<file path="config.mk">
export PLATFORM = sky130hd
export DESIGN_NAME = hsw_status_word
export DESIGN_NICKNAME = d
export VERILOG_FILES = /design/src/hw/hsw_pkg.sv /design/src/hw/hsw_sync_if.sv /design/src/hw/hsw_pin_sync.sv /design/src/hw/hsw_status_word.sv
export SDC_FILE = /design/constraint.sdc
export NUM_CORES = 1
export LEC_CHECK = 0
export BUFFER_PORTS_ARGS = -buffer_cell sky130_fd_sc_hd__buf_2
export CAP_MARGIN = 20
export CORE_ASPECT_RATIO = 0.5
export CORE_MARGIN = 2
export CORE_UTILIZATION = 40
export DETAILED_ROUTE_END_ITERATION = 8
export GPL_ROUTABILITY_DRIVEN = 0
export PLACE_DENSITY_LB_ADDON = 0.3
export SYNTH_ARGS = -nofsm -noshare
export SYNTH_HDL_FRONTEND = slang
export SYNTH_SLANG_ARGS = --single-unit
</file>
<file path="constraint.sdc">
create_clock -name core_clk_in -period 1.88 [get_ports core_clk_in]
set_input_delay 0.376 -clock core_clk_in [delete_from_list [all_inputs] [get_ports core_clk_in]]
set_output_delay 0.376 -clock core_clk_in [all_outputs]
set_load 0.05 [all_outputs]
</file>
<file path="src/hw/hsw_pkg.sv">
// Constants and types for the heater status word logic
// Assumes one core clock at 50 MHz and an active-low asynchronous reset
// Function
// - Control-active flag is 1 only after heat start accepted and control entered.
// - Reserved info flag always reads as 0.
// - Standby flag set while fault reset or measure pause request is 1.
// - After power-up, standby is 1 without alarm until line voltage first appears.
// - Line voltage lost after presence: standby 0, alarm 1, error code 201.
// - Line voltage returning keeps alarm and code 201 until acknowledged.
// - While reset request held, code 201, alarm and standby stay set.
// - Reset released with line voltage present clears alarm and standby.
// - Acknowledge while line voltage absent reports error code 901 at once.
// - After 901, line voltage on plus second acknowledge returns to control.
// - With heat start 1, gap flag set while no measurement is made.
// - Gap flag returns to 0 as soon as a measurement is made.
// - Actual temperature word is 16-bit signed, one degree per count.
// - Actual temperature word forced to 0 during calibration or fault.
// - Optional submodule returns temperature measured just before latest heat start.
// - Start temperature word reads minus 99 unless heat start is active.
// - Valid start temperatures lie between minus 20 and 500 degrees.
// - With alarm set, error code sits in bits 0 to 9 of word three.
package hsw_pkg;

  // ****************************************************************
  // Word layout and codes
  // ****************************************************************
  localparam int unsigned TEMP_WIDTH = 16;
  localparam int unsigned CODE_WIDTH = 10;
  localparam logic [9:0] CODE_NONE = 10'h000;
  localparam logic [9:0] CODE_LINE_LOST = 10'h0c9;   // 201
  localparam logic [9:0] CODE_ACK_NO_LINE = 10'h385; // 901
  localparam logic [15:0] START_TEMP_INVALID = 16'hff9d; // -99
  localparam logic signed [15:0] START_TEMP_MIN = 16'shffec; // -20
  localparam logic signed [15:0] START_TEMP_MAX = 16'sh01f4; // 500
  localparam logic [15:0] ACTUAL_FORCED = 16'h0000;

  // Line voltage supervision states
  typedef enum logic [2:0] {
    HSW_WAIT_FIRST = 3'b000,
    HSW_RUN        = 3'b001,
    HSW_LOST       = 3'b010,
    HSW_PEND_ACK   = 3'b011,
    HSW_ACK_HELD   = 3'b100,
    HSW_NO_LINE    = 3'b101
  } hsw_line_state_type;

endpackage

</file>
<file path="src/hw/hsw_sync_if.sv">
// Interface carrying synchronised pin levels between synchroniser and core
// Assumes the same clock on both sides
`timescale 1ns/1ns
interface hsw_sync_if;
  logic line_ok;
  logic meas_done;
  logic calibrating;
  modport src (output line_ok, output meas_done, output calibrating);
  modport dst (input line_ok, input meas_done, input calibrating);
endinterface

</file>
<file path="src/hw/hsw_pin_sync.sv">
// Two-stage synchronisers for asynchronous status pins
// Assumes pins are unrelated to core_clk_in
`timescale 1ns/1ns
module hsw_pin_sync (
  input  wire logic  core_clk_in,
  input  wire logic  rst_n_in,
  input  wire logic  line_ok_in,
  input  wire logic  meas_done_in,
  input  wire logic  calibrating_in,
  hsw_sync_if.src    sync_out
);

  logic [2:0] stage1;
  logic [2:0] stage2;
  logic [2:0] next_stage1;
  logic [2:0] next_stage2;

  // Next values of both stages
  always_comb begin
    next_stage1 = {calibrating_in, meas_done_in, line_ok_in};
    next_stage2 = stage1;
  end

  // Stage registers
  always_ff @(posedge core_clk_in or negedge rst_n_in) begin
    if (!rst_n_in) begin
      stage1 <= 3'h0;
      stage2 <= 3'h0;
    end else begin
      stage1 <= next_stage1;
      stage2 <= next_stage2;
    end
  end

  assign sync_out.line_ok     = stage2[0];
  assign sync_out.meas_done   = stage2[1];
  assign sync_out.calibrating = stage2[2];

endmodule

</file>
<file path="src/hw/hsw_status_word.sv">
// Status and measurement words returned to the fieldbus master each cycle
// Holds the line-voltage fault sequence, request handshakes and start latch
// Assumes requests from master logic on the same clock; pins come in asynchronous
// Assumes the master holds each request until it sees the standby flag
`timescale 1ns/1ns
module hsw_status_word (
  input  wire logic                         core_clk_in,
  input  wire logic                         rst_n_in,
  input  wire logic                         exchange_in,
  input  wire logic                         heat_cycle_command_in,
  input  wire logic                         fault_reset_request_in,
  input  wire logic                         measure_pause_request_in,
  input  wire logic                         control_entered_in,
  input  wire logic                         start_temp_enable_in,
  input  wire logic                         other_fault_in,
  input  wire logic [hsw_pkg::TEMP_WIDTH-1:0] measured_temp_in,
  input  wire logic                         line_ok_in,
  input  wire logic                         meas_done_in,
  input  wire logic                         calibrating_in,
  output logic                              control_active_flag_out,
  output logic                              reserved_info_flag_out,
  output logic                              standby_handshake_flag_out,
  output logic                              fault_indicator_out,
  output logic                              measurement_gap_flag_out,
  output logic [hsw_pkg::CODE_WIDTH-1:0]    error_code_out,
  output logic [hsw_pkg::TEMP_WIDTH-1:0]    actual_temperature_word_out,
  output logic [hsw_pkg::TEMP_WIDTH-1:0]    start_temperature_word_out
);
  import hsw_pkg::*;

  // ****************************************************************
  // Elaboration checks
  // ****************************************************************
  // The fieldbus words are sixteen bits wide, one degree per count
  if (TEMP_WIDTH != 16) begin : g_temp_width_check
    $error("temperature words must be sixteen bits wide");
  end
  // The error code field spans ten bits of the third word
  if (CODE_WIDTH != 10) begin : g_code_width_check
    $error("error code field must be ten bits wide");
  end
  // The marker must sit below the valid range or the master cannot tell them apart
  if ($signed(START_TEMP_INVALID) >= START_TEMP_MIN) begin : g_marker_check
    $error("start temperature marker lies inside the valid range");
  end
  // The clamp needs a range that is not empty
  if (START_TEMP_MIN > START_TEMP_MAX) begin : g_range_check
    $error("start temperature range is empty");
  end
  // The two line-voltage codes must differ from each other, and the line-lost code from no-fault
  if (CODE_LINE_LOST == CODE_ACK_NO_LINE || CODE_LINE_LOST == CODE_NONE) begin : g_code_check
    $error("line voltage codes collide");
  end
  // Calibration and faults show a plain zero
  if (ACTUAL_FORCED != 16'h0000) begin : g_forced_check
    $error("forced actual value must be zero");
  end

  // ****************************************************************
  // Supervision state decoding
  // ****************************************************************
  // True in every supervision state that carries the line-voltage alarm
  function automatic logic state_has_alarm(input hsw_line_state_type s);
    case (s)
      HSW_LOST, HSW_PEND_ACK, HSW_ACK_HELD, HSW_NO_LINE: begin
        state_has_alarm = 1'b1;
      end
      default: begin
        state_has_alarm = 1'b0;
      end
    endcase
  endfunction

  // Error code that belongs to a supervision state
  function automatic logic [CODE_WIDTH-1:0] state_code(input hsw_line_state_type s);
    case (s)
      HSW_NO_LINE: begin
        state_code = CODE_ACK_NO_LINE;
      end
      HSW_LOST, HSW_PEND_ACK, HSW_ACK_HELD: begin
        state_code = CODE_LINE_LOST;
      end
      default: begin
        state_code = CODE_NONE;
      end
    endcase
  endfunction

  // ****************************************************************
  // Synchronised pins
  // ****************************************************************
  // Only the second flop of each synchroniser is visible here
  hsw_sync_if sync_bus ();

  hsw_pin_sync u_sync (
    .core_clk_in    (core_clk_in),
    .rst_n_in       (rst_n_in),
    .line_ok_in     (line_ok_in),
    .meas_done_in   (meas_done_in),
    .calibrating_in (calibrating_in),
    .sync_out       (sync_bus)
  );

  // ****************************************************************
  // Line voltage supervision
  // ****************************************************************
  hsw_line_state_type line_state;
  hsw_line_state_type next_line_state;
  logic               reset_seen;
  logic               next_reset_seen;

  // Next supervision state; acknowledge is the release of the reset request
  always_comb begin
    next_line_state = line_state;
    next_reset_seen = fault_reset_request_in;
    case (line_state)
      HSW_WAIT_FIRST: begin
        if (sync_bus.line_ok) begin
          next_line_state = HSW_RUN;
        end
      end
      HSW_RUN: begin
        if (!sync_bus.line_ok) begin
          next_line_state = HSW_LOST;
        end
      end
      HSW_LOST, HSW_PEND_ACK: begin
        if (fault_reset_request_in) begin
          next_line_state = sync_bus.line_ok ? HSW_ACK_HELD : HSW_LOST;
        end else if (reset_seen) begin
          next_line_state = sync_bus.line_ok ? HSW_RUN : HSW_NO_LINE;
        end else if (sync_bus.line_ok) begin
          next_line_state = HSW_PEND_ACK;
        end else begin
          next_line_state = HSW_LOST;
        end
      end
      HSW_ACK_HELD: begin
        if (!fault_reset_request_in) begin
          next_line_state = sync_bus.line_ok ? HSW_RUN : HSW_NO_LINE;
        end
      end
      HSW_NO_LINE: begin
        if (!fault_reset_request_in && reset_seen && sync_bus.line_ok) begin
          next_line_state = HSW_RUN;
        end
      end
      default: begin
        next_line_state = HSW_WAIT_FIRST;
      end
    endcase
  end

  // Supervision registers
  always_ff @(posedge core_clk_in or negedge rst_n_in) begin
    if (!rst_n_in) begin
      line_state <= HSW_WAIT_FIRST;
      reset_seen <= 1'b0;
    end else begin
      line_state <= next_line_state;
      reset_seen <= next_reset_seen;
    end
  end

  // ****************************************************************
  // Start temperature capture
  // ****************************************************************
  logic [TEMP_WIDTH-1:0] last_temp;
  logic [TEMP_WIDTH-1:0] next_last_temp;
  logic [TEMP_WIDTH-1:0] start_temp;
  logic [TEMP_WIDTH-1:0] next_start_temp;
  logic                  cmd_prev;
  logic                  next_cmd_prev;

  // Clamp a temperature into the valid start range
  function automatic logic [TEMP_WIDTH-1:0] clamp_start(input logic [TEMP_WIDTH-1:0] t);
    if ($signed(t) < START_TEMP_MIN) begin
      clamp_start = START_TEMP_MIN;
    end else if ($signed(t) > START_TEMP_MAX) begin
      clamp_start = START_TEMP_MAX;
    end else begin
      clamp_start = t;
    end
  endfunction

  // Track last measurement and latch it at the heat start edge
  always_comb begin
    next_last_temp  = last_temp;
    next_start_temp = start_temp;
    next_cmd_prev   = heat_cycle_command_in;
    if (sync_bus.meas_done && !measure_pause_request_in) begin
      next_last_temp = measured_temp_in;
    end
    if (heat_cycle_command_in && !cmd_prev) begin
      next_start_temp = clamp_start(last_temp);
    end
  end

  // Capture registers
  always_ff @(posedge core_clk_in or negedge rst_n_in) begin
    if (!rst_n_in) begin
      last_temp  <= ACTUAL_FORCED;
      start_temp <= START_TEMP_INVALID;
      cmd_prev   <= 1'b0;
    end else begin
      last_temp  <= next_last_temp;
      start_temp <= next_start_temp;
      cmd_prev   <= next_cmd_prev;
    end
  end

  // ****************************************************************
  // Shared fault decode
  // ****************************************************************
  logic                  line_alarm;
  logic                  fault_now;
  logic [CODE_WIDTH-1:0] code_now;

  // Alarm and code of the present supervision state
  always_comb begin
    line_alarm = state_has_alarm(line_state);
    fault_now  = line_alarm || other_fault_in;
    code_now   = state_code(line_state);
  end

  // ****************************************************************
  // Status flags, refreshed at each exchange
  // ****************************************************************
  logic next_control;
  logic next_info;
  logic next_standby;
  logic next_fault;
  logic next_gap;

  // Flags hold between exchanges and take a fresh snapshot on the strobe
  always_comb begin
    next_control = control_active_flag_out;
    next_info    = 1'b0;
    next_standby = standby_handshake_flag_out;
    next_fault   = fault_indicator_out;
    next_gap     = measurement_gap_flag_out;
    if (exchange_in) begin
      // Control only once the start is taken and control runs without fault
      next_control = heat_cycle_command_in && control_entered_in && !fault_now;
      // Standby covers the first wait for line voltage and both request handshakes
      next_standby = (line_state == HSW_WAIT_FIRST) || fault_reset_request_in ||
                     measure_pause_request_in;
      next_fault   = fault_now;
      // Gap follows the synchronised measurement strobe during a heat cycle
      next_gap     = heat_cycle_command_in && !sync_bus.meas_done;
    end
  end

  // Flag registers; standby reads 1 from power-up while line voltage is awaited
  always_ff @(posedge core_clk_in or negedge rst_n_in) begin
    if (!rst_n_in) begin
      control_active_flag_out    <= 1'b0;
      reserved_info_flag_out     <= 1'b0;
      standby_handshake_flag_out <= 1'b1;
      fault_indicator_out        <= 1'b0;
      measurement_gap_flag_out   <= 1'b0;
    end else begin
      control_active_flag_out    <= next_control;
      reserved_info_flag_out     <= next_info;
      standby_handshake_flag_out <= next_standby;
      fault_indicator_out        <= next_fault;
      measurement_gap_flag_out   <= next_gap;
    end
  end

  // ****************************************************************
  // Error code word
  // ****************************************************************
  logic [CODE_WIDTH-1:0] next_code;

  // Code only accompanies a raised alarm; other faults report code zero
  always_comb begin
    next_code = error_code_out;
    if (exchange_in) begin
      next_code = fault_now ? code_now : CODE_NONE;
    end
  end

  // Code register
  always_ff @(posedge core_clk_in or negedge rst_n_in) begin
    if (!rst_n_in) begin
      error_code_out <= CODE_NONE;
    end else begin
      error_code_out <= next_code;
    end
  end

  // ****************************************************************
  // Actual temperature word
  // ****************************************************************
  logic [TEMP_WIDTH-1:0] next_actual;

  // Last measured value, forced to zero while calibrating or faulted
  always_comb begin
    next_actual = actual_temperature_word_out;
    if (exchange_in) begin
      if (sync_bus.calibrating || fault_now) begin
        next_actual = ACTUAL_FORCED;
      end else begin
        next_actual = last_temp;
      end
    end
  end

  // Actual word register
  always_ff @(posedge core_clk_in or negedge rst_n_in) begin
    if (!rst_n_in) begin
      actual_temperature_word_out <= ACTUAL_FORCED;
    end else begin
      actual_temperature_word_out <= next_actual;
    end
  end

  // ****************************************************************
  // Start temperature word
  // ****************************************************************
  logic [TEMP_WIDTH-1:0] next_start_word;

  // Latched value only inside a heat cycle with the submodule present;
  // the cycle that sees the start edge still shows the marker
  always_comb begin
    next_start_word = start_temperature_word_out;
    if (exchange_in) begin
      if (start_temp_enable_in && heat_cycle_command_in && cmd_prev) begin
        next_start_word = start_temp;
      end else begin
        next_start_word = START_TEMP_INVALID;
      end
    end
  end

  // Start word register
  always_ff @(posedge core_clk_in or negedge rst_n_in) begin
    if (!rst_n_in) begin
      start_temperature_word_out <= START_TEMP_INVALID;
    end else begin
      start_temperature_word_out <= next_start_word;
    end
  end

endmodule

</file>
==> results.yml <==
power_and_ir_drop:
  peakVddDrop_v: 0.000615
  power_w: 0.00506
  p_sw_share_pct: 34.1
  clkPwrFrac_pct: 30.9
  intPower_w: 0.00333
  p_per_area_nw_per_um2: 1220
  p_switching_w: 0.00173
  power_frac_comb_pct: 25.1
  leakagePower_nw: 1.86
  pwr-share-seq_pct: 44.1
route:
  drt_iter0_drc: 192
  via_count: 2437
  dr.pass1.iters: 4
  drc: 0
  wirelength_um: 7440
  wl_per_cell_um: 15.3
  via_per_inst: 5.00
  postRouteAntennaNets: 0
cts:
  cts_buffer_depth: 2
  cts_tree: "done"
  clk_pin_slew_ns: 0.06
  cts_resized: 0
  htree_levels: 3
  cts.sinks: 82
  cts_hold_buffers: 1
  cts_setup_buffers: 0
  cts_made_buffers: 9
  clock_latency_ns: 0.33
  clockRootBuffer: "clkbuf_16"
run:
  drv_cap: 0
die:
  start_util_pct: 41.8
  fp.dieW_um: 134
  core_um2: 8090
  dieArea_um2: 9240
  die_y_um: 69.0
  ios: 75
  std_cell_rows: 23
timing:
  worst_slew_pin_slew_ns: 0.531
  max_slew_margin_pct: 64.3
  drv_slew: 0
  tns_ns: 0
  fin_crit_sh_pct: 87.0
  hold_violations: 0
  skew_ns: 0.00623
  finalCriticalPeriod_ns: 1.64
  setup_viol: 0
  hold_ws_ns: 0.145
  clock.fmax_mhz: 611
  rsz0062_at_grt: "false"
critical_path:
  critPathLaunchType: "flop"
  reg2reg_depth: 4
  path_cells: "inv_1 > a21oi_1 > o31ai_1 > mux2_2"
  r2r_start: "line_state[0]$_DFFE_PN0P_"
  crit_arrival_ns: 1.85
  r2r_setup_slack_ns: 0.24
  worstSetupPathType: "reg -> reg"
  crit_fanout: 5
  critPathRequiredTime_ns: 2.10
  r2r_end: "line_state[2]$_DFFE_PN0P_"
  slowest_delay_ns: 0.47
  end_kind: "flop"
  slowest_stage: "o31ai_1"
synth:
  syn_avg_cell_area_um2: 11.5
  synth-compound-area-share_pct: 13.1
  synth.area.top_cells: "dfrtp_1 (41%), dfstp_2 (21%), mux2_2 (5.7%), o22a_1 (3.6%), inv_1 (3.6%)"
  synth_seq_cells: 82
  synthMuxAreaShare_pct: 6.26
  synth_simple_gate_area_share_pct: 11.0
  synth_area_um2: 3380
  synthArstFlopShare_pct: 100
  synth_top_family_by_area: "compound AO/OA/AOI/OAI gates"
  ys_seq_area_share_pct: 61.7
  synth-xor-area-share_pct: 0.259
  synth_top_area_share_pct: 40.7
  synth_edf_count: 0
  synthCells: 295
  ys_warn_count: 0
  synthAdderAreaFrac_pct: 0.740
  yosysTopAreaCell: "dfrtp_1"
  ys_types: 48
  synth_ff_type: "dfrtp_1"
final_layout:
  drive_gt1_share_pct: 38.7
  area_delta_synth_final_pct: 22.4
  mostFrequentLayoutCells: "buf_2 (69), dfrtp_1 (55), inv_1 (32)"
  antenna_cells: 0
  final_common_cell: "buf_2"
  layout.nets: 400
global_routing:
  grt_pass1_wl_um: 12100
  grt_pass1_vias: 2485
  grt_usage_pct: 17.4
  antenna_found_initial: 0
  grt_overflow: 0
  grt_start_max_net_pins: 35
min_path:
  min_path_cells: 1
  min_from: "calibrating_in"
  hold_class: "in -> reg"
  hold_end: "u_sync.next_stage2[2]$_DFF_PN0_"
status:
  status: "finished clean"
placed_design:
  dp_hpwl_um: 5460
  port_buffers: 70
-- flip-flops by register name, indices dropped and copies added (netlist names), 3 cells and up --
name / cells
start_temperature_word_out: 16
actual_temperature_word_out: 16
line_state: 3
error_code_out: 3
start_temp: 16
last_temp: 16
u_sync.stage2: 3
u_sync.next_stage2: 3
-- cell usage after synthesis (4+ instances only) --
library cell  instances
a21oi_1               8
buf_2                 4
buf_4                 8
clkbuf_1              8
dfrtp_1              55
dfstp_2              27
inv_1                32
mux2_2               17
nand2_1              25
nor2_1               21
nor3_1                5
o21ai_0              23
o22a_1               14
o22ai_1               5
-- critical path: cells and delay by family (launching register included) --
family / cells / cell delay, ns
mux: 1 / 0.40
flops: 1 / 0.43
buf+inv: 1 / 0.17
compound gates: 2 / 0.54
-- layer usage --
metal  global-route usage, %  part of all wire, %
met1                    20.5                   45
met5                       0                    0
met4                    7.18                  1.3
met2                    30.6                   49
met3                    5.41                  5.1
-- cell type report --
type                            instances  area [µm²]
Clock buffer                           12         246
Clock inverter                          4        20.0
Fill cell                             728        3950
Inverter                               32         120
Multi-Input combinational cell        164        1070
Sequential cell                        82        2090
Tap cell                              112         140
Timing Repair Buffer                   81         450
-- per-stage QoR --
step	setup slack (ns)	instances	utilization, %	cell area [µm²]
2_1_floorplan	0.168	298	-	3390
3_3_place_gp	0.222	470	47.7	3860
3_5_place_dp	0.195	470	47.7	3860
4_1_cts	0.240	487	51.2	4140
5_1_grt	0.0828	487	51.2	4140
6_report	0.244	487	51.2	4140
-- worst max path at each step --
stage | start | end | depth (start not counted)
finish | line_state[0]$_DFFE_PN0P_ | line_state[2]$_DFFE_PN0P_ | 4
global route | line_state[2]$_DFFE_PN0P_ | actual_temperature_word_out[9]$_DFFE_PN0P_ | 7
CTS | line_state[2]$_DFFE_PN0P_ | actual_temperature_word_out[1]$_DFFE_PN0P_ | 7
detailed placement | heat_cycle_command_in | start_temp[5]$_DFFE_PN0P_ | 5
global placement | heat_cycle_command_in | start_temp[5]$_DFFE_PN0P_ | 5
floorplan | line_state[2]$_DFFE_PN0P_ | actual_temperature_word_out[13]$_DFFE_PN0P_ | 7
-- cell families after synthesis --
family	Yosys count
XOR/XNOR	1
adder cells (fa/ha/maj)	2
flip-flops	82
AND/OR/NAND/NOR	71
multiplexers	19
buffers and inverters	52
AO/OA/AOI/OAI	67
other	1
-- power by group through the flow --
stage / Sequential, W / Clock (W) / Combinational [W]
2_1_floorplan: 0.00255 / 0 / 0.000635
3_3_place_gp: 0.00224 / 0 / 0.00122
3_5_place_dp: 0.00226 / 0 / 0.00126
4_1_cts: 0.00223 / 0.00160 / 0.00127
5_1_grt: 0.00226 / 0.00168 / 0.00137
6_report: 0.00223 / 0.00156 / 0.00127
(Power assumes the default switching activity.)
